## src/core/protection_fault_pkg.sv

```systemverilog
package protection_fault_pkg;
  localparam int CLK_PERIOD_NS = 4;
  localparam int ADDR_W = 12;
  localparam int BLANK_W = 12;
  // Register indexes; byte address is four times the index
  localparam logic [7:0] IDX_LATCH_CFG = 8'h4D;
  localparam logic [7:0] IDX_WAKE_CFG = 8'h4E;
  localparam logic [7:0] IDX_DISABLE_CFG = 8'h4F;
  localparam logic [7:0] IDX_BLANK_CFG = 8'h50;
  localparam logic [11:0] ADDR_STATUS = 12'h200;
  localparam logic [11:0] ADDR_MASK = 12'h204;
  localparam logic [11:0] ADDR_RESTART = 12'h208;
  localparam logic [11:0] ADDR_STATE = 12'h20C;
  localparam logic [7:0] CFG_RESET = 8'h00;
  localparam logic [7:0] WMASK_LATCH = 8'h03;
  localparam logic [7:0] WMASK_WAKE = 8'h0F;
  localparam logic [7:0] WMASK_RESTART = 8'hFE;
  // Field positions
  localparam int LAT_BIT = 1;
  localparam int MAXP_BIT = 0;
  localparam int OCP_OFF_BIT = 7;
  localparam int OLP_OFF_BIT = 6;
  localparam int OVP_OFF_BIT = 5;
  localparam int BOOST_OV_OFF_BIT = 4;
  localparam int CLAMP_OFF_BIT = 3;
  localparam int LINE_LINK_OFF_BIT = 2;
  localparam int EXT_OFF_BIT = 1;
  localparam int INT_OT_OFF_BIT = 0;
  localparam int SAMP_BIT = 0;
  localparam int RST_SLOW_BIT = 1;
  // Status bits
  localparam int EV_W = 5;
  localparam int EV_S2_FAULT = 0;
  localparam int EV_LATCH = 1;
  localparam int EV_EXT_OT = 2;
  localparam int EV_INT_OT = 3;
  localparam int EV_BOOST = 4;
  // Times and derived cycle counts
  localparam int OCP_BASE_NS = 150;
  localparam int OCP_STEP_NS = 50;
  localparam int OLP_BASE_NS = 1000;
  localparam int OLP_STEP_NS = 500;
  localparam int RESTART_FAST_NS = 25600;
  localparam int RESTART_SLOW_NS = 40960000;
  localparam int SAMPLE_FAST_NS = 10000;
  localparam int SAMPLE_SLOW_NS = 1000000;
  localparam int RESTART_FAST_CYC = RESTART_FAST_NS / CLK_PERIOD_NS;
  localparam int RESTART_SLOW_CYC = RESTART_SLOW_NS / CLK_PERIOD_NS;
  localparam int SAMPLE_FAST_CYC = SAMPLE_FAST_NS / CLK_PERIOD_NS;
  localparam int SAMPLE_SLOW_CYC = SAMPLE_SLOW_NS / CLK_PERIOD_NS;
  localparam logic [7:0] SHDN_OFFSET = 8'h10;

  typedef enum logic [2:0] {
    S2_RUN = 3'b001,
    S2_WAIT = 3'b010,
    S2_LATCH = 3'b100
  } s2_state_e;

  function automatic logic [11:0] byte_addr(input logic [7:0] idx);
    return {2'b00, idx, 2'b00};
  endfunction : byte_addr

  function automatic logic [11:0] blank_cycles(input int base, input int step,
                                               input logic [3:0] n);
    return 12'((base + step * int'(n) + CLK_PERIOD_NS - 1) / CLK_PERIOD_NS);
  endfunction : blank_cycles

  function automatic logic [7:0] sat_add(input logic [7:0] a, input logic [7:0] b);
    logic [8:0] s;
    s = {1'b0, a} + {1'b0, b};
    return s[8] ? 8'hFF : s[7:0];
  endfunction : sat_add
endpackage : protection_fault_pkg

```

## src/core/blank_if.sv

```systemverilog
`timescale 1ns/10ps
interface blank_if;
  logic start;
  logic [11:0] cycles;
  logic active;
  modport ctrl (output start, output cycles, input active);
  modport timer (input start, input cycles, output active);
endinterface : blank_if

```

## src/core/blank_timer.sv

```systemverilog
`timescale 1ns/10ps
module blank_timer (
  input wire logic hclk,
  input wire logic hresetn,
  blank_if.timer blank
);
  typedef struct packed {
    logic [11:0] cnt;
  } blank_st_s;

  blank_st_s q;
  blank_st_s d;

  // Blank window counts from the start pulse
  always_comb begin
    d = q;
    if (blank.start) begin
      d.cnt = blank.cycles - 12'h001;
    end else if (q.cnt != 12'h000) begin
      d.cnt = q.cnt - 12'h001;
    end
  end

  always_ff @(posedge hclk or negedge hresetn) begin
    if (!hresetn) begin
      q <= '0;
    end else begin
      q <= d;
    end
  end

  assign blank.active = blank.start | (q.cnt != 12'h000);

  a_blank_load: assert property (@(posedge hclk) disable iff (!hresetn)
    blank.start |=> q.cnt == $past(blank.cycles) - 12'h001)
    else $error("blank counter not loaded");
  a_blank_run: assert property (@(posedge hclk) disable iff (!hresetn)
    (q.cnt > 12'h001) && !blank.start |=> blank.active && q.cnt == $past(q.cnt) - 12'h001)
    else $error("blank window ended early");
endmodule : blank_timer

```

## src/core/protection_fault_config.sv

```systemverilog
`timescale 1ns/10ps
// Functional notes
// - Latch select bit makes diff-voltage fault latched
// - Max-power bit: boost overvoltage forces stage2 power
// - Power-up in external overtemp unless below wake-up
// - Below wake-up code clears all overtemp faults
// - Wake-up code is threshold plus four times field
// - Shutdown code sits above wake-up code
// - Bits 7..5 disable overcurrent, open-loop, output overvoltage
// - Bits 4..2 disable boost, clamp, line-link protection
// - Bits 1..0 disable external and internal overtemp
// - Overcurrent blanked 150 ns plus 50 ns steps
// - Open-loop blanked 1 us plus 0.5 us steps
// - Sample bit selects slow internal temperature sampling while no internal overtemp
// - Unlatched stage2 faults restart after field times unit
module protection_fault_config #(
  parameter int RESTART_FAST = protection_fault_pkg::RESTART_FAST_CYC,
  parameter int RESTART_SLOW = protection_fault_pkg::RESTART_SLOW_CYC,
  parameter int SAMPLE_FAST = protection_fault_pkg::SAMPLE_FAST_CYC,
  parameter int SAMPLE_SLOW = protection_fault_pkg::SAMPLE_SLOW_CYC
) (
  input wire logic hclk,
  input wire logic hresetn,
  input wire logic hsel,
  input wire logic [11:0] haddr,
  input wire logic [1:0] htrans,
  input wire logic hwrite,
  input wire logic [2:0] hsize,
  input wire logic [31:0] hwdata,
  input wire logic hready,
  output logic [31:0] hrdata,
  output logic hreadyout,
  output logic hresp,
  input wire logic [7:0] ext_temp_code,
  input wire logic [7:0] external_thermal_threshold,
  input wire logic int_temp_hot,
  input wire logic gate_rise,
  input wire logic vdiff_fault_in,
  input wire logic boost_ov_in,
  input wire logic ocp_in,
  input wire logic olp_in,
  input wire logic ovp_in,
  input wire logic clamp_power_in,
  input wire logic line_link_in,
  output logic boost_en,
  output logic stage2_en,
  output logic stage2_max_power,
  output logic ext_overtemp,
  output logic int_overtemp,
  output logic int_temp_sample,
  output logic irq
);
  localparam logic [11:0] A_LATCH = protection_fault_pkg::byte_addr(
    protection_fault_pkg::IDX_LATCH_CFG);
  localparam logic [11:0] A_WAKE = protection_fault_pkg::byte_addr(
    protection_fault_pkg::IDX_WAKE_CFG);
  localparam logic [11:0] A_DISABLE = protection_fault_pkg::byte_addr(
    protection_fault_pkg::IDX_DISABLE_CFG);
  localparam logic [11:0] A_BLANK = protection_fault_pkg::byte_addr(
    protection_fault_pkg::IDX_BLANK_CFG);

  typedef struct packed {
    logic [7:0] latch_cfg;
    logic [7:0] wake_cfg;
    logic [7:0] dis_cfg;
    logic [7:0] blank_cfg;
    logic [7:0] rst_cfg;
    logic [4:0] status;
    logic [4:0] mask;
    logic [11:0] dp_addr;
    logic dp_wr;
    logic rd_pend;
    logic [31:0] rdata;
    protection_fault_pkg::s2_state_e s2;
    logic [5:0] rst_cnt;
    logic [23:0] unit_cnt;
    logic [23:0] samp_cnt;
    logic ext_ot;
    logic int_ot;
    logic boost_fault;
    logic samp;
    logic max_power;
    logic boost_en;
    logic stage2_en;
    logic irq;
  } st_s;

  st_s q;
  st_s d;

  blank_if ocp_b ();
  blank_if olp_b ();

  logic [7:0] wake_code;
  logic [7:0] shdn_code;
  logic below;
  logic lat_sel;
  logic ocp_det;
  logic olp_det;
  logic ovp_det;
  logic s2_fault;
  logic [23:0] samp_last;
  logic [23:0] unit_last;
  logic [4:0] ev;
  logic [4:0] wclr;
  logic [7:0] wd;

  // Blanking windows start at each gate rising edge
  assign ocp_b.start = gate_rise;
  assign ocp_b.cycles = protection_fault_pkg::blank_cycles(
    protection_fault_pkg::OCP_BASE_NS, protection_fault_pkg::OCP_STEP_NS,
    q.blank_cfg[7:4]);
  assign olp_b.start = gate_rise;
  assign olp_b.cycles = protection_fault_pkg::blank_cycles(
    protection_fault_pkg::OLP_BASE_NS, protection_fault_pkg::OLP_STEP_NS,
    {1'b0, q.blank_cfg[3:1]});

  blank_timer u_ocp_blank (
    .hclk(hclk),
    .hresetn(hresetn),
    .blank(ocp_b.timer)
  );

  blank_timer u_olp_blank (
    .hclk(hclk),
    .hresetn(hresetn),
    .blank(olp_b.timer)
  );

  // Qualified stage2 detections
  assign ocp_det = ocp_in & ~ocp_b.active
    & ~q.dis_cfg[protection_fault_pkg::OCP_OFF_BIT];
  assign olp_det = olp_in & ~olp_b.active
    & ~q.dis_cfg[protection_fault_pkg::OLP_OFF_BIT];
  assign ovp_det = ovp_in & ~q.dis_cfg[protection_fault_pkg::OVP_OFF_BIT];
  assign s2_fault = ocp_det | olp_det | ovp_det | vdiff_fault_in;
  assign lat_sel = q.latch_cfg[protection_fault_pkg::LAT_BIT];

  // Temperature thresholds
  assign wake_code = protection_fault_pkg::sat_add(external_thermal_threshold,
    {2'b00, q.wake_cfg[3:0], 2'b00});
  assign shdn_code = protection_fault_pkg::sat_add(wake_code,
    protection_fault_pkg::SHDN_OFFSET);
  assign below = ext_temp_code < wake_code;

  assign samp_last = (q.blank_cfg[protection_fault_pkg::SAMP_BIT] && !q.int_ot) ?
    24'(SAMPLE_SLOW - 1) : 24'(SAMPLE_FAST - 1);
  assign unit_last = q.rst_cfg[protection_fault_pkg::RST_SLOW_BIT] ?
    24'(RESTART_SLOW - 1) : 24'(RESTART_FAST - 1);

  always_comb begin
    d = q;
    // Internal temperature sampling
    d.samp = q.samp_cnt >= samp_last;
    d.samp_cnt = d.samp ? 24'h000000 : q.samp_cnt + 24'h000001;
    if (q.samp) begin
      d.int_ot = int_temp_hot;
    end
    // External overtemp entry above shutdown code
    if (q.dis_cfg[protection_fault_pkg::EXT_OFF_BIT]) begin
      d.ext_ot = 1'b0;
    end else if (ext_temp_code > shdn_code) begin
      d.ext_ot = 1'b1;
    end
    if (below) begin
      d.ext_ot = 1'b0;
      d.int_ot = 1'b0;
    end
    if (q.dis_cfg[protection_fault_pkg::INT_OT_OFF_BIT]) begin
      d.int_ot = 1'b0;
    end
    // Boost stage protections
    d.boost_fault = (boost_ov_in & ~q.dis_cfg[protection_fault_pkg::BOOST_OV_OFF_BIT])
      | (clamp_power_in & ~q.dis_cfg[protection_fault_pkg::CLAMP_OFF_BIT])
      | (line_link_in & ~q.dis_cfg[protection_fault_pkg::LINE_LINK_OFF_BIT]);
    d.max_power = q.latch_cfg[protection_fault_pkg::MAXP_BIT] & boost_ov_in
      & ~q.dis_cfg[protection_fault_pkg::BOOST_OV_OFF_BIT];
    // Stage2 fault and restart sequencing
    case (q.s2)
      protection_fault_pkg::S2_RUN: begin
        if (vdiff_fault_in && lat_sel) begin
          d.s2 = protection_fault_pkg::S2_LATCH;
        end else if (s2_fault) begin
          d.s2 = protection_fault_pkg::S2_WAIT;
          d.rst_cnt = q.rst_cfg[7:2];
          d.unit_cnt = 24'h000000;
        end
      end
      protection_fault_pkg::S2_WAIT: begin
        if (vdiff_fault_in && lat_sel) begin
          d.s2 = protection_fault_pkg::S2_LATCH;
        end else if (q.rst_cnt == 6'h00) begin
          d.s2 = protection_fault_pkg::S2_RUN;
        end else if (q.unit_cnt == unit_last) begin
          d.unit_cnt = 24'h000000;
          d.rst_cnt = q.rst_cnt - 6'h01;
        end else begin
          d.unit_cnt = q.unit_cnt + 24'h000001;
        end
      end
      protection_fault_pkg::S2_LATCH: begin
        d.s2 = protection_fault_pkg::S2_LATCH;
      end
      default: begin
        d.s2 = protection_fault_pkg::S2_RUN;
      end
    endcase
    d.boost_en = ~d.ext_ot & ~d.int_ot & ~d.boost_fault;
    d.stage2_en = ~d.ext_ot & ~d.int_ot & (d.s2 == protection_fault_pkg::S2_RUN);
    // Event flags
    ev = '0;
    ev[protection_fault_pkg::EV_S2_FAULT] = (q.s2 == protection_fault_pkg::S2_RUN)
      && (d.s2 != protection_fault_pkg::S2_RUN);
    ev[protection_fault_pkg::EV_LATCH] = (q.s2 != protection_fault_pkg::S2_LATCH)
      && (d.s2 == protection_fault_pkg::S2_LATCH);
    ev[protection_fault_pkg::EV_EXT_OT] = d.ext_ot & ~q.ext_ot;
    ev[protection_fault_pkg::EV_INT_OT] = d.int_ot & ~q.int_ot;
    ev[protection_fault_pkg::EV_BOOST] = d.boost_fault & ~q.boost_fault;
    // Write data phase
    wclr = '0;
    wd = hwdata[7:0];
    if (q.dp_wr) begin
      case (q.dp_addr)
        A_LATCH: d.latch_cfg = wd & protection_fault_pkg::WMASK_LATCH;
        A_WAKE: d.wake_cfg = wd & protection_fault_pkg::WMASK_WAKE;
        A_DISABLE: d.dis_cfg = wd;
        A_BLANK: d.blank_cfg = wd;
        protection_fault_pkg::ADDR_RESTART: begin
          d.rst_cfg = wd & protection_fault_pkg::WMASK_RESTART;
        end
        protection_fault_pkg::ADDR_MASK: d.mask = wd[4:0];
        protection_fault_pkg::ADDR_STATUS: wclr = wd[4:0];
        default: wclr = '0;
      endcase
    end
    // Set wins over write-one clear
    d.status = (q.status & ~wclr) | ev;
    d.irq = |(d.status & d.mask);
    // Read data loaded during the wait cycle
    if (q.rd_pend) begin
      case (q.dp_addr)
        A_LATCH: d.rdata = {24'h000000, q.latch_cfg};
        A_WAKE: d.rdata = {24'h000000, q.wake_cfg};
        A_DISABLE: d.rdata = {24'h000000, q.dis_cfg};
        A_BLANK: d.rdata = {24'h000000, q.blank_cfg};
        protection_fault_pkg::ADDR_RESTART: d.rdata = {24'h000000, q.rst_cfg};
        protection_fault_pkg::ADDR_MASK: d.rdata = {27'h0000000, q.mask};
        protection_fault_pkg::ADDR_STATUS: d.rdata = {27'h0000000, q.status};
        protection_fault_pkg::ADDR_STATE: begin
          d.rdata = {26'h0000000, q.s2, q.ext_ot, q.int_ot, q.boost_fault};
        end
        default: d.rdata = 32'h00000000;
      endcase
    end
    // Address phase capture
    d.dp_wr = 1'b0;
    d.rd_pend = 1'b0;
    if (hsel && htrans[1] && hready) begin
      d.dp_addr = haddr;
      d.dp_wr = hwrite;
      d.rd_pend = ~hwrite;
    end
  end

  always_ff @(posedge hclk or negedge hresetn) begin
    if (!hresetn) begin
      q <= '0;
      q.latch_cfg <= protection_fault_pkg::CFG_RESET;
      q.s2 <= protection_fault_pkg::S2_RUN;
      q.ext_ot <= 1'b1;
    end else begin
      q <= d;
    end
  end

  assign hrdata = q.rdata;
  assign hreadyout = ~q.rd_pend;
  assign hresp = 1'b0;
  assign boost_en = q.boost_en;
  assign stage2_en = q.stage2_en;
  assign stage2_max_power = q.max_power;
  assign ext_overtemp = q.ext_ot;
  assign int_overtemp = q.int_ot;
  assign int_temp_sample = q.samp;
  assign irq = q.irq;

  a_latch_hold: assert property (@(posedge hclk) disable iff (!hresetn)
    q.s2 == protection_fault_pkg::S2_LATCH |=> q.s2 == protection_fault_pkg::S2_LATCH
      && !stage2_en)
    else $error("latched fault released");
  a_unlatch_wait: assert property (@(posedge hclk) disable iff (!hresetn)
    q.s2 == protection_fault_pkg::S2_RUN && vdiff_fault_in && !lat_sel
      |=> q.s2 == protection_fault_pkg::S2_WAIT)
    else $error("unlatched fault not restarting");
  a_max_power: assert property (@(posedge hclk) disable iff (!hresetn)
    q.latch_cfg[0] && boost_ov_in && !q.dis_cfg[4] |=> stage2_max_power)
    else $error("max power not driven");
  a_max_cause: assert property (@(posedge hclk) disable iff (!hresetn)
    !q.latch_cfg[0] |=> !stage2_max_power)
    else $error("max power without enable");
  a_wake_clear: assert property (@(posedge hclk) disable iff (!hresetn)
    below |=> !ext_overtemp && !int_overtemp)
    else $error("overtemp not cleared below wake-up");
  a_wake_code: assert property (@(posedge hclk) disable iff (!hresetn)
    (9'(external_thermal_threshold) + 9'({q.wake_cfg[3:0], 2'b00}) < 9'h100)
      |-> wake_code == external_thermal_threshold + {2'b00, q.wake_cfg[3:0], 2'b00})
    else $error("wake-up code wrong");
  a_code_order: assert property (@(posedge hclk) disable iff (!hresetn)
    wake_code >= external_thermal_threshold && shdn_code >= wake_code)
    else $error("thresholds out of order");
  a_ocp_off: assert property (@(posedge hclk) disable iff (!hresetn)
    q.dis_cfg[7] |-> !ocp_det)
    else $error("overcurrent seen while disabled");
  a_ocp_blank: assert property (@(posedge hclk) disable iff (!hresetn)
    gate_rise |-> !ocp_det ##1 (!ocp_det) [*8])
    else $error("overcurrent inside blank window");
  a_olp_blank: assert property (@(posedge hclk) disable iff (!hresetn)
    gate_rise |-> olp_b.active ##1 olp_b.active [*8])
    else $error("open-loop blank too short");
  a_boost_off: assert property (@(posedge hclk) disable iff (!hresetn)
    q.dis_cfg[4] && q.dis_cfg[3] && q.dis_cfg[2] |=> !q.boost_fault)
    else $error("boost fault while disabled");
  a_ext_off: assert property (@(posedge hclk) disable iff (!hresetn)
    q.dis_cfg[1] |=> !ext_overtemp)
    else $error("external overtemp while disabled");
  a_sample_gap: assert property (@(posedge hclk) disable iff (!hresetn)
    int_temp_sample |=> (!int_temp_sample) [*8])
    else $error("samples too close");
  a_restart_done: assert property (@(posedge hclk) disable iff (!hresetn)
    q.s2 == protection_fault_pkg::S2_WAIT && q.rst_cnt == 6'h00 && !vdiff_fault_in
      |=> q.s2 == protection_fault_pkg::S2_RUN)
    else $error("restart not taken");
  a_reserved_zero: assert property (@(posedge hclk) disable iff (!hresetn)
    q.rd_pend && (q.dp_addr == A_LATCH) |=> hrdata[31:2] == 30'h00000000)
    else $error("reserved bits not zero");

  c_latch: cover property (@(posedge hclk) disable iff (!hresetn)
    q.s2 == protection_fault_pkg::S2_RUN ##1 q.s2 == protection_fault_pkg::S2_LATCH);
  c_restart: cover property (@(posedge hclk) disable iff (!hresetn)
    q.s2 == protection_fault_pkg::S2_WAIT ##1 q.s2 == protection_fault_pkg::S2_RUN);
  c_irq: cover property (@(posedge hclk) disable iff (!hresetn) $rose(irq));
  c_wake: cover property (@(posedge hclk) disable iff (!hresetn) $fell(ext_overtemp));
endmodule : protection_fault_config

```

## config.mk

```make
export PLATFORM = sky130hd
export DESIGN_NAME = protection_fault_config
export DESIGN_NICKNAME = d
export VERILOG_FILES = /design/src/core/protection_fault_pkg.sv /design/src/core/blank_if.sv /design/src/core/blank_timer.sv /design/src/core/protection_fault_config.sv
export SDC_FILE = /design/constraint.sdc
export NUM_CORES = 1
export LEC_CHECK = 0
export ABC_AREA = 1
export BUFFER_PORTS_ARGS = -buffer_cell sky130_fd_sc_hd__buf_4
export CAP_MARGIN = 25
export CORE_ASPECT_RATIO = 0.6
export CORE_MARGIN = 4
export CORE_UTILIZATION = 64
export DETAILED_ROUTE_END_ITERATION = 8
export PLACE_DENSITY = 0.95
export SLEW_MARGIN = 20
export SYNTH_ARGS = -nofsm -noshare
export SYNTH_HDL_FRONTEND = slang
export SYNTH_SLANG_ARGS = --single-unit
```

## constraint.sdc

```tcl
create_clock -name hclk -period 6.3 [get_ports hclk]
set_input_delay 0 -clock hclk [delete_from_list [all_inputs] [get_ports hclk]]
set_output_delay 0 -clock hclk [all_outputs]
set_load 0.05 [all_outputs]
```

# After elaboration in Yosys (flattened, before gate mapping)
# Index checks and enable logic that the tools add are counted.
# word_totals
word_cells	167
output_inout_bits	41
inputBits	79
ff_bits	174
# classes
n_reduce_logical	23
order_cmp	3
n_bitwise	45
muxes	31
add_sub_neg	17
eq_ne	21
n_mul	2
# op_table
cell	n
two-way mux 30 bit	3
two-way mux 24 bit	3
case mux 8 bit (8 select lines)	1
case mux 30 bit (2 select lines)	1
adder 24 x 1 -> 24 bit (second input constant)	2
equality test 12 x 10 -> 1 bit (second input constant)	4
equality test 12 x 9 -> 1 bit (second input constant)	4
two-way mux 12 bit	4
subtractor 12 x 1 -> 12 bit (second input constant)	4
two-way mux 33 bit	1
adder 12 x 1 -> 12 bit	2
equality test 24 bit	1
greater-or-equal comparator 24 x 18 -> 1 bit	1
nonzero test 12 bit	2
two-way mux 5 bit	4
AND 1 bit	18
two-way mux 18 bit	1
two-way mux 8 bit	2
NOT 1 bit	16
subtractor 14 x 1 -> 15 bit (second input constant)	1
adder 13 x 3 -> 14 bit (second input constant)	1
adder 10 x 12 -> 13 bit (first input constant)	1
subtractor 12 x 1 -> 13 bit (second input constant)	1
adder 11 x 3 -> 12 bit (second input constant)	1
32 further kinds	63

# Logic depth before layout (Yosys ltp)
# Gate-level depths: netlist of run 1.
# depth
depth_word	16
mapped_depth	26
ltp_nobuf	26

# Hierarchy
# Synthesis of run 1 repeated with hierarchy kept, for this count alone.
# unflattened
cells_unflattened	1317
hier_area_um2	10073.4
# by_module_without_submodules
module	area_each_um2	n_inst	cells_per_inst	seq_area_each_um2
protection_fault_config	8094.0	1	1001	3155.5
blank_timer	989.7	2	158	300.3

# Least setup slack after synthesis of run 1
# OpenSTA, ideal clock, no wires.
# synth_timing
path_kind	register -> register
start	reg q[131] (netlist name)
end	reg u_olp_blank.q[10] (netlist name)
setup_time_ns	0.077
arrival_ns	3.224
synth_period_minus_slack_ns	3.302
required_time_ns	6.223
path_stages_with_launch	15
n_path_buf	0
setup_slack_ns	2.998
path_cell_list	dfrtp_1 inv_1 fa_1 fa_1 fa_1 inv_1 nor3_1 xnor2_1 inv_1 nand2_1 nor2_1 nand2_1 o21ai_0 nand2_1 a21oi_1
# synth_between
elab_chain_len	8
# synth_rtl
item	line_no	source
start: declaration	protection_fault_config.sv:88	st_s q;
multiplier 7 x 3 -> 10 bit *	protection_fault_pkg.sv:65	return 12'((base + step * int'(n) + CLK_PERIOD_NS - 1) / CLK_PERIOD_NS);
adder 10 x 12 -> 13 bit *	protection_fault_pkg.sv:65	
adder 13 x 3 -> 14 bit *	protection_fault_pkg.sv:65	
subtractor 14 x 1 -> 15 bit *	protection_fault_pkg.sv:65	
AND 1 bit (no source line)	--	
adder 12 x 1 -> 12 bit (no source line) *	--	
subtractor 12 x 1 -> 12 bit *	blank_timer.sv:18	d.cnt = blank.cycles - 12'h001;
two-way mux 12 bit *	blank_timer.sv:17	if (blank.start) begin
end signal: assignment	blank_timer.sv:26	q <= '0;
end signal: assignment	blank_timer.sv:28	q <= d;
end: declaration	blank_timer.sv:11	blank_st_s q;
# Mark *: on every way between the ends. The rest lies on a longest branch, timed or not.
# A chain may end at the register's enable or synchronous reset.

# Worst setup path in the final report of run 1
# Same ends and word-level chain as after synthesis.

==> impl_metrics.yaml, run 1 <==
sta:
  slew_viol_final: 0
  final.min_clock_period_ns: 3.91
  skew_ns: 0.0191
  fin_setup_tns_ns: 0
  hold_viol: 0
  clock.fmax_mhz: 255
  rsz0062_at_grt: "false"
  finalCritPeriodShare_pct: 62.1
  setup_viol: 0
  maxSlewHeadroom_pct: 45.8
  worst_pin_slew_ns: 0.807
run:
  drv_cap: 0
critical_path:
  cp_max_fo: 10
  end_kind: "flop"
  crit_arrival_ns: 4.27
  critPathRequiredTime_ns: 6.66
  cp-start-kind: "flop"
  critPathKind: "flop to flop"
floorplanning:
  core_area_sq_um: 15400
  die_h_um: 105
  ioPinCount: 120
  fp-row-count: 35
  die_w_um: 170
  die_area_sq_um: 17800
  initial_utilization_pct: 65.3
cells_and_area:
  layout_commonest_cell: "nand2_1"
  diodes: 0
  fin_cells: 1582
  fin_nets: 1514
  areaGrowthSynthToFinish_pct: 13.7
  final_area_sq_um: 11400
  layout_common_cells: "240 x nand2_1, 174 x inv_1, 148 x dfrtp_1, 131 x nor2_1, 82 x o21ai_0"
  drive_gt1_share_pct: 12.3
run_status:
  outcome: "finished, final reports clean"
pwr:
  ir_drop_uv: 179
  power.density_nw_per_um2: 235
  p_leak_nw: 5.70
clock_network:
  clk_latency_ns: 0.45
  max-clock-path-buffers: 2
  cts_tree: "built"
  cts.htree.levels: 4
  clk_pin_slew_ns: 0.07
  cts.sinks: 150
  ctsResizeCount: 0
  post-cts-setup-buffer-count: 0
  numCtsBuffers: 17
  cts_root_buf: "clkbuf_16"
yosys:
  async_flop_share_pct: 100
  yosysWarnings: 0
  synth_cell_type_count: 60
  synth_fa_ha_area_share_pct: 9.12
  synth_compound_area_share_pct: 11.0
  synth_cells: 1283
  synth-edff-count: 0
  ys.flop_type: "dfrtp_1"
  synth_top_family_by_area: "simple AND/OR/NAND/NOR gates"
  syn_avg_cell_area_sq_um: 7.82
  synth-seq-cells: 150
  synth_mux_area_share_pct: 0.673
  yosysSeqAreaShare_pct: 37.4
  synth-xor-area-share_pct: 4.10
  syn_area_sq_um: 10000
  synthSimpleGateAreaFrac_pct: 26.8
detailed_routing:
  wl_per_cell_um: 17.3
  drt-total-wl_um: 27400
  viasPerCell: 6.01
  drtPass1Iterations: 7
  drtIter0Drc: 1398
  num_vias: 9507
  post-route-drc-count: 0
  antenna_left: 0
placed_design:
  place.gp.congestion: 0.994
  placed_cell_area_sq_um: 10500
  hpwl_um: 18600
  dp_cells: 1524
  portBuffers: 66
grt:
  antenna_found_initial: 0
  grt_pass1_wl_um: 44600
  grt_max_degree: 85
  track_usage_pct: 31.1
  grt_remaining_overflow: 0
  first_global_vias: 9025
min_path:
  hold_path_class: "input pin to flop"
-- Yosys cell counts, types with 10 or more instances --
cell type / n / share of area, %
nand3_1: 80 / 4.0
nand4_1: 27 / 1.7
dfrtp_1: 148 / 37
nor3_1: 31 / 1.5
buf_4: 35 / 2.6
inv_1: 174 / 6.5
a21oi_1: 42 / 2.1
nand2_1: 240 / 9.0
o22ai_1: 13 / 0.81
o21ai_0: 82 / 4.1
nor4_1: 10 / 0.62
ha_1: 62 / 7.7
xnor2_1: 22 / 1.9
clkbuf_1: 11 / 0.41
xor2_1: 25 / 2.2
nor2_1: 131 / 4.9
-- through the flow --
step / util, % / power, mW / setup slack, ns / hold slack [ns]
detailed placement: 68.5 / 1.59 / 2.55 / 0.0468
global placement: 68.5 / 1.57 / 2.69 / 0.0370
CTS: 74.2 / 2.66 / 2.44 / 0.00105
finish: 74.2 / 2.68 / 2.39 / 0.0167
floorplan: - / 1.48 / 3.00 / -0.296
global route: 74.2 / 2.78 / 2.05 / 0.0324
-- worst max-delay path, cell delays in order, from the launching register on --
cell	delay (ns)
dfrtp_1	0.57
inv_1	0.24
fa_1	0.64
fa_1	0.50
fa_1	0.57
inv_1	0.08
nor3_1	0.35
xnor2_1	0.17
inv_1	0.10
nand2_1	0.07
nor2_1	0.17
nand2_1	0.07
o21ai_0	0.07
nand2_1	0.09
a21oi_1	0.15
-- area by class of cell --
type,count,area [sq um]
timing repair buffer,93,771
inverter,186,702
multi-input combinational,918,5310
tap,203,254
clock inverter,15,196
fill,968,3960
sequential,150,3760
clock buffer,17,425
-- power breakdown --
| part | switching (mW) | internal, mW | leakage (nW) |
|---|---|---|---|
| logic | 0.374 | 0.165 | 3.61 |
| registers | 0.0558 | 1.03 | 1.78 |
| clock network | 0.517 | 0.544 | 0.299 |
| total | 0.947 | 1.74 | 5.70 |
-- cells by family after synthesis --
group	Yosys count
DFF	150
adders and majority gates	69
xor gates and xnor gates	47
AOI/OAI and AO/OA	192
and+or+nand+nor	574
muxes	6
buffers and inverters	244
other	1
-- registers in the layout (all words and copies together) (netlist names), 8 cells and up --
register       flops
q                110
u_ocp_blank.q     12
u_olp_blank.q     12
hrdata             8
-- final timing paths --
| path | from | endpoint | slack (ns) | depth (start not counted) |
|---|---|---|---|---|
| max in group asynchronous | hresetn | q[30] | 4.97 | 3 |
| setup reg to reg | q[131] | u_olp_blank.q[10] | 2.39 | 14 |
| hold / removal | gate_rise | u_olp_blank.q[4] | 0.02 | 2 |
| min in group asynchronous | hresetn | q[44] | 0.11 | 2 |
| setup / recovery | q[131] | u_olp_blank.q[10] | 2.39 | 14 |
| hold reg to reg | q[8] | q[8] | 0.47 | 1 |
-- what timing repair did --
item	in CTS	in global routing
hold buffers	26	0
setup endpoints to repair	0	0
hold endpoints to repair	111	0
-- routing by layer --
| layer | GRT usage [%] | vias to the layer above | share of wire [%] |
|---|---|---|---|
| li1 | - | 4329 | - |
| met2 | 47.0 | 654 | 44 |
| met5 | 0 | - | 0 |
| met3 | 8.36 | 113 | 12 |
| met1 | 43.3 | 4411 | 41 |
| met4 | 10.9 | 0 | 3.4 |
Note: power is estimated with default switching activity, not from simulation.
==> inputs of run 2 (changes only) <==
Settings changed: CORE_UTILIZATION 64 to 60, PLACE_DENSITY 0.95 to 0.91.
Clock period 6.3 ns to 3.62 ns, I/O delays scaled along.
==> impl_metrics.yaml, run 2 (synthesized netlist as in run 1, its figures left out) <==
run_status:
  outcome: "finished, final reports clean"
clock_network:
  cts.sinks: 150
  post-cts-setup-buffer-count: 0
  clk_latency_ns: 0.44
  max-clock-path-buffers: 2
  clk_pin_slew_ns: 0.07
  numCtsBuffers: 17
  cts_root_buf: "clkbuf_16"
  cts.htree.levels: 4
  cts_tree: "built"
cells_and_area:
  fin_nets: 1521
  areaGrowthSynthToFinish_pct: 14.6
  fillerInstances: 1187
  largest_register: "q"
  largest_register_ffs: 110
  multi_input_area_sq_um: 5360
  diodes: 0
  layout_commonest_cell: "nand2_1"
  final_area_sq_um: 11500
  layout_common_cells: "239 x nand2_1, 170 x inv_1, 148 x dfrtp_1, 127 x nor2_1, 81 x o21ai_0"
  largestRegisters: "q (110), u_ocp_blank.q (12), u_olp_blank.q (12)"
  drive_gt1_share_pct: 13.9
  regArea_sq_um: 3760
grt:
  antenna_found_initial: 1
  first_global_vias: 8856
  grt_remaining_overflow: 0
  grt_max_degree: 96
  track_usage_pct: 28.6
  grt_pass1_wl_um: 43100
sta:
  fin_setup_tns_ns: 0
  maxSlewHeadroom_pct: 40.8
  hold_viol: 0
  clock.fmax_mhz: 290
  finalCritPeriodShare_pct: 95.2
  worst_pin_slew_ns: 0.888
  skew_ns: 0.0169
  setup_viol: 0
  slew_viol_final: 0
  final.min_clock_period_ns: 3.45
  rsz0062_at_grt: "true"
pwr:
  power.density_nw_per_um2: 398
  p_leak_nw: 5.71
  ir_drop_uv: 317
  fin_total_pwr_mw: 4.59
detailed_routing:
  wl_per_cell_um: 16.7
  post-route-drc-count: 0
  wl_met3_um: 3070
  drt-total-wl_um: 26900
  drtIter0Drc: 993
  viasPerCell: 5.75
  num_vias: 9286
  wl_met2_um: 11600
  drtPass1Iterations: 9
  antenna_left: 0
  top_layer: "met5"
  routedLengthMet1_um: 11700
critical_path:
  crit_arrival_ns: 3.78
  cp-start-kind: "flop"
  crit_start: "q[147]"
  r2r-start: "q[147]"
  critPathKind: "flop to flop"
  cp_max_fo: 5
  critPathRequiredTime_ns: 3.96
  end_kind: "flop"
run:
  drv_cap: 0
floorplanning:
  core_area_sq_um: 16300
  die_w_um: 175
  die_h_um: 108
  initial_utilization_pct: 61.6
  fp-row-count: 36
  ioPinCount: 120
  die_area_sq_um: 18900
placed_design:
  hpwl_um: 18900
  portBuffers: 66
  placed_cell_area_sq_um: 10600
  place.gp.congestion: 0.975
min_path:
  hold_path.startpoint: "int_temp_hot"
  hold_path_class: "input pin to flop"
[run 2: worst max-delay path, cell delays in order, from the launching register on]
cell	delay, ns
dfrtp_1	0.41
ha_2	0.40
nand3_1	0.09
nand2_1	0.10
nand2_1	0.08
a21boi_0	0.29
nand3_1	0.11
o21ai_0	0.24
inv_1	0.14
nand3_1	0.11
o21ai_0	0.09
ha_1	0.30
nand2_1	0.10
nor2_2	0.17
nand2_1	0.07
nand3_1	0.10
nand2_2	0.08
a21oi_2	0.16
nand2_1	0.08
inv_2	0.08
nor2_2	0.05
nand2_1	0.06
inv_1	0.04
[run 2: cell type report]
type | count | area share (%)
timing repair buffer | 100 | 7.23
inverter | 186 | 6.10
sequential | 150 | 32.6
clock inverter | 14 | 1.22
tap | 228 | 2.48
clock buffer | 18 | 3.73
multi-input combinational | 918 | 46.6
[run 2: stage by stage]
stage / util (%) / std cells / setup WS [ns] / hold WS, ns
floorplan: - / 1312 / 0.318 / -0.296
global placement: 65.1 / 1556 / 0.134 / 0.134
detailed placement: 65.1 / 1556 / -0.0614 / 0.142
CTS: 70.3 / 1614 / 0.0216 / 0.00290
global route: 70.6 / 1614 / -0.160 / 0.0529
finish: 70.6 / 1614 / 0.174 / 0.0486
[run 2: routing by layer]
layer | up-vias | global-route usage [%]
met4 | 2 | 8.63
met1 | 4322 | 39.8
met5 | - | 0
met3 | 68 | 9.40
li1 | 4335 | -
met2 | 559 | 42.9
[run 2: repair_timing]
action	CTS	global route
hold buffers	26	0
endpoints found under the setup margin	3	6
hold endpoints to repair	135	0
resized for setup	2	19
pin swaps	0	3
[run 2: worst paths after layout]
path	to	slack, ns	cells past startpoint
worst max-delay path	stage2_en	0.17	22
max in group asynchronous	q[10]	2.61	3
min in group asynchronous	q[45]	0.21	2
worst min register to register	q[8]	0.46	1
worst min-delay path	int_overtemp	0.05	5
worst max register to register	stage2_en	0.17	22
[run 2: where the power goes]
part	internal [mW]	switching (mW)
Combinational	0.296	0.641
Sequential	1.79	0.0962
Clock	0.966	0.797
Total	3.05	1.53
==> inputs of run 3 (changes only) <==
Settings changed: HOLD_SLACK_MARGIN from default to 0.05.
==> impl_metrics.yaml, run 3 (synthesized netlist as in run 1, its figures left out) <==
cells_and_area:
  layout_common_cells: "239 x nand2_1, 170 x inv_1, 148 x dfrtp_1, 127 x nor2_1, 81 x o21ai_0"
  fin_cells: 1616
  fin_nets: 1523
  drive_gt1_share_pct: 13.8
  final_area_sq_um: 11500
  fillerInstances: 1182
  largest_register_ffs: 110
  largest_register: "q"
  largestRegisters: "q (110), u_ocp_blank.q (12), u_olp_blank.q (12)"
  areaGrowthSynthToFinish_pct: 14.8
  diodes: 0
  layout_commonest_cell: "nand2_1"
floorplanning:
  initial_utilization_pct: 61.6
  die_w_um: 175
  fp-row-count: 36
  core_area_sq_um: 16300
  die_h_um: 108
  die_area_sq_um: 18900
  ioPinCount: 120
placed_design:
  placed_cell_area_sq_um: 10600
  place_ws_ns: -0.0614
  portBuffers: 66
  hpwl_um: 18900
  dp_cells: 1556
  place.gp.congestion: 0.975
critical_path:
  critical_path.most_common_cell: "nand2_1"
  crit_path_cell_trace: "ha_2 -> nand3_1 -> nand2_1 -> nand2_1 -> a21boi_0 -> nand3_1 -> o21ai_0 -> inv_1 -> nand3_1 -> o21ai_0 -> ha_1 -> nand2_1 -> nor2_2 -> nand4_1 -> nand2_2 -> a21oi_2 -> nand2_1 -> inv_2 -> nor2_2 -> nand2_1 -> inv_1"
  crit_arrival_ns: 3.87
  cp_max_fo: 5
  cp_slowest_cell: "dfrtp_1"
  end_kind: "flop"
  critPathKind: "flop to flop"
  slowest_delay_ns: 0.41
  cp_top_family: "simple AND/OR/NAND/NOR gates"
  cp-start-kind: "flop"
  crit_buf_inv: 3
  critPathRequiredTime_ns: 3.99
detailed_routing:
  drtIter0Drc: 1025
  antenna_left: 0
  viasPerCell: 5.76
  num_vias: 9304
  wl_per_cell_um: 16.6
  post-route-drc-count: 0
  drtPass1Iterations: 8
  drt-total-wl_um: 26800
sta:
  maxSlewHeadroom_pct: 40.8
  setup_ws_ns: 0.122
  hold_viol: 0
  skew_ns: 0.0139
  final.min_clock_period_ns: 3.50
  clock.fmax_mhz: 286
  slew_viol_final: 0
  setup_viol: 0
  rsz0062_at_grt: "true"
  worst_pin_slew_ns: 0.888
  finalCritPeriodShare_pct: 96.6
  holdWs_ns: 0.111
grt:
  antenna_found_initial: 0
  first_global_vias: 8944
  grt_pass1_wl_um: 43400
  track_usage_pct: 28.6
  grt_max_degree: 96
  grt_remaining_overflow: 0
clock_network:
  numCtsBuffers: 17
  cts_tree: "built"
  cts_root_buf: "clkbuf_16"
  cts.htree.levels: 4
  max-clock-path-buffers: 2
  cts.sinks: 150
  clk_latency_ns: 0.44
  clk_pin_slew_ns: 0.07
  post-cts-setup-buffer-count: 0
run:
  drv_cap: 0
pwr:
  p_leak_nw: 5.72
  ir_drop_uv: 316
  fin_total_pwr_mw: 4.58
  power.density_nw_per_um2: 398
min_path:
  hold_path_class: "input pin to flop"
run_status:
  outcome: "finished, final reports clean"
[run 3: final cells by class]
| cell class | instances | area (sq um) | share of cell area, % |
|---|---|---|---|
| sequential | 150 | 3760 | 32.6 |
| clock inverter | 14 | 140 | 1.22 |
| timing repair buffer | 102 | 852 | 7.39 |
| clock buffer | 18 | 429 | 3.72 |
| inverter | 186 | 702 | 6.09 |
| tap | 228 | 285 | 2.47 |
| multi-input combinational | 918 | 5360 | 46.5 |
[run 3: report_power, final]
| part | switching [mW] | internal [mW] | total [mW] |
|---|---|---|---|
| logic | 0.642 | 0.297 | 0.939 |
| registers | 0.0947 | 1.79 | 1.88 |
| clock network | 0.795 | 0.966 | 1.76 |
| total | 1.53 | 3.05 | 4.58 |
[run 3: through the flow]
step           utilization (%)  TNS, ns
2_1_floorplan                -        0
3_3_place_gp              65.1        0
3_5_place_dp              65.1   -0.118
4_1_cts                   70.4        0
5_1_grt                   70.7   -0.434
6_report                  70.7        0
[run 3: timing repair]
item | CTS | global route
pin swaps | 0 | 3
hold buffers | 28 | 0
endpoints found under the setup margin | 3 | 6
endpoints found under the hold margin | 143 | 0
resized for setup | 2 | 19
[run 3: routing by layer]
layer	track usage, %	up-vias	part of all wire [%]
met1	40.0	4340	44
met4	8.74	0	2.0
met2	43.1	560	43
li1	-	4340	-
met3	9.08	64	11
met5	0	-	0
[run 3: final timing paths]
kind | start | to | slack [ns] | cells after the start
worst max-delay path | q[147] | boost_en | 0.12 | 21
worst min-delay path | hwdata[1] | q[122] | 0.11 | 3
worst max register to register | q[147] | boost_en | 0.12 | 21
worst min register to register | q[8] | q[8] | 0.46 | 1
max in group asynchronous | hresetn | q[53] | 2.61 | 3
min in group asynchronous | hresetn | q[45] | 0.21 | 2
[run 3: worst reg2reg max path, cell delays in order (launching register included)]
cell and delay (ns):
dfrtp_1 0.41, ha_2 0.39, nand3_1 0.08, nand2_1 0.10, nand2_1 0.09, a21boi_0 0.31
nand3_1 0.12, o21ai_0 0.25, inv_1 0.15, nand3_1 0.11, o21ai_0 0.08, ha_1 0.29
nand2_1 0.11, nor2_2 0.18, nand4_1 0.15, nand2_2 0.13, a21oi_2 0.07, nand2_1 0.08
inv_2 0.05, nor2_2 0.15, nand2_1 0.08, inv_1 0.07
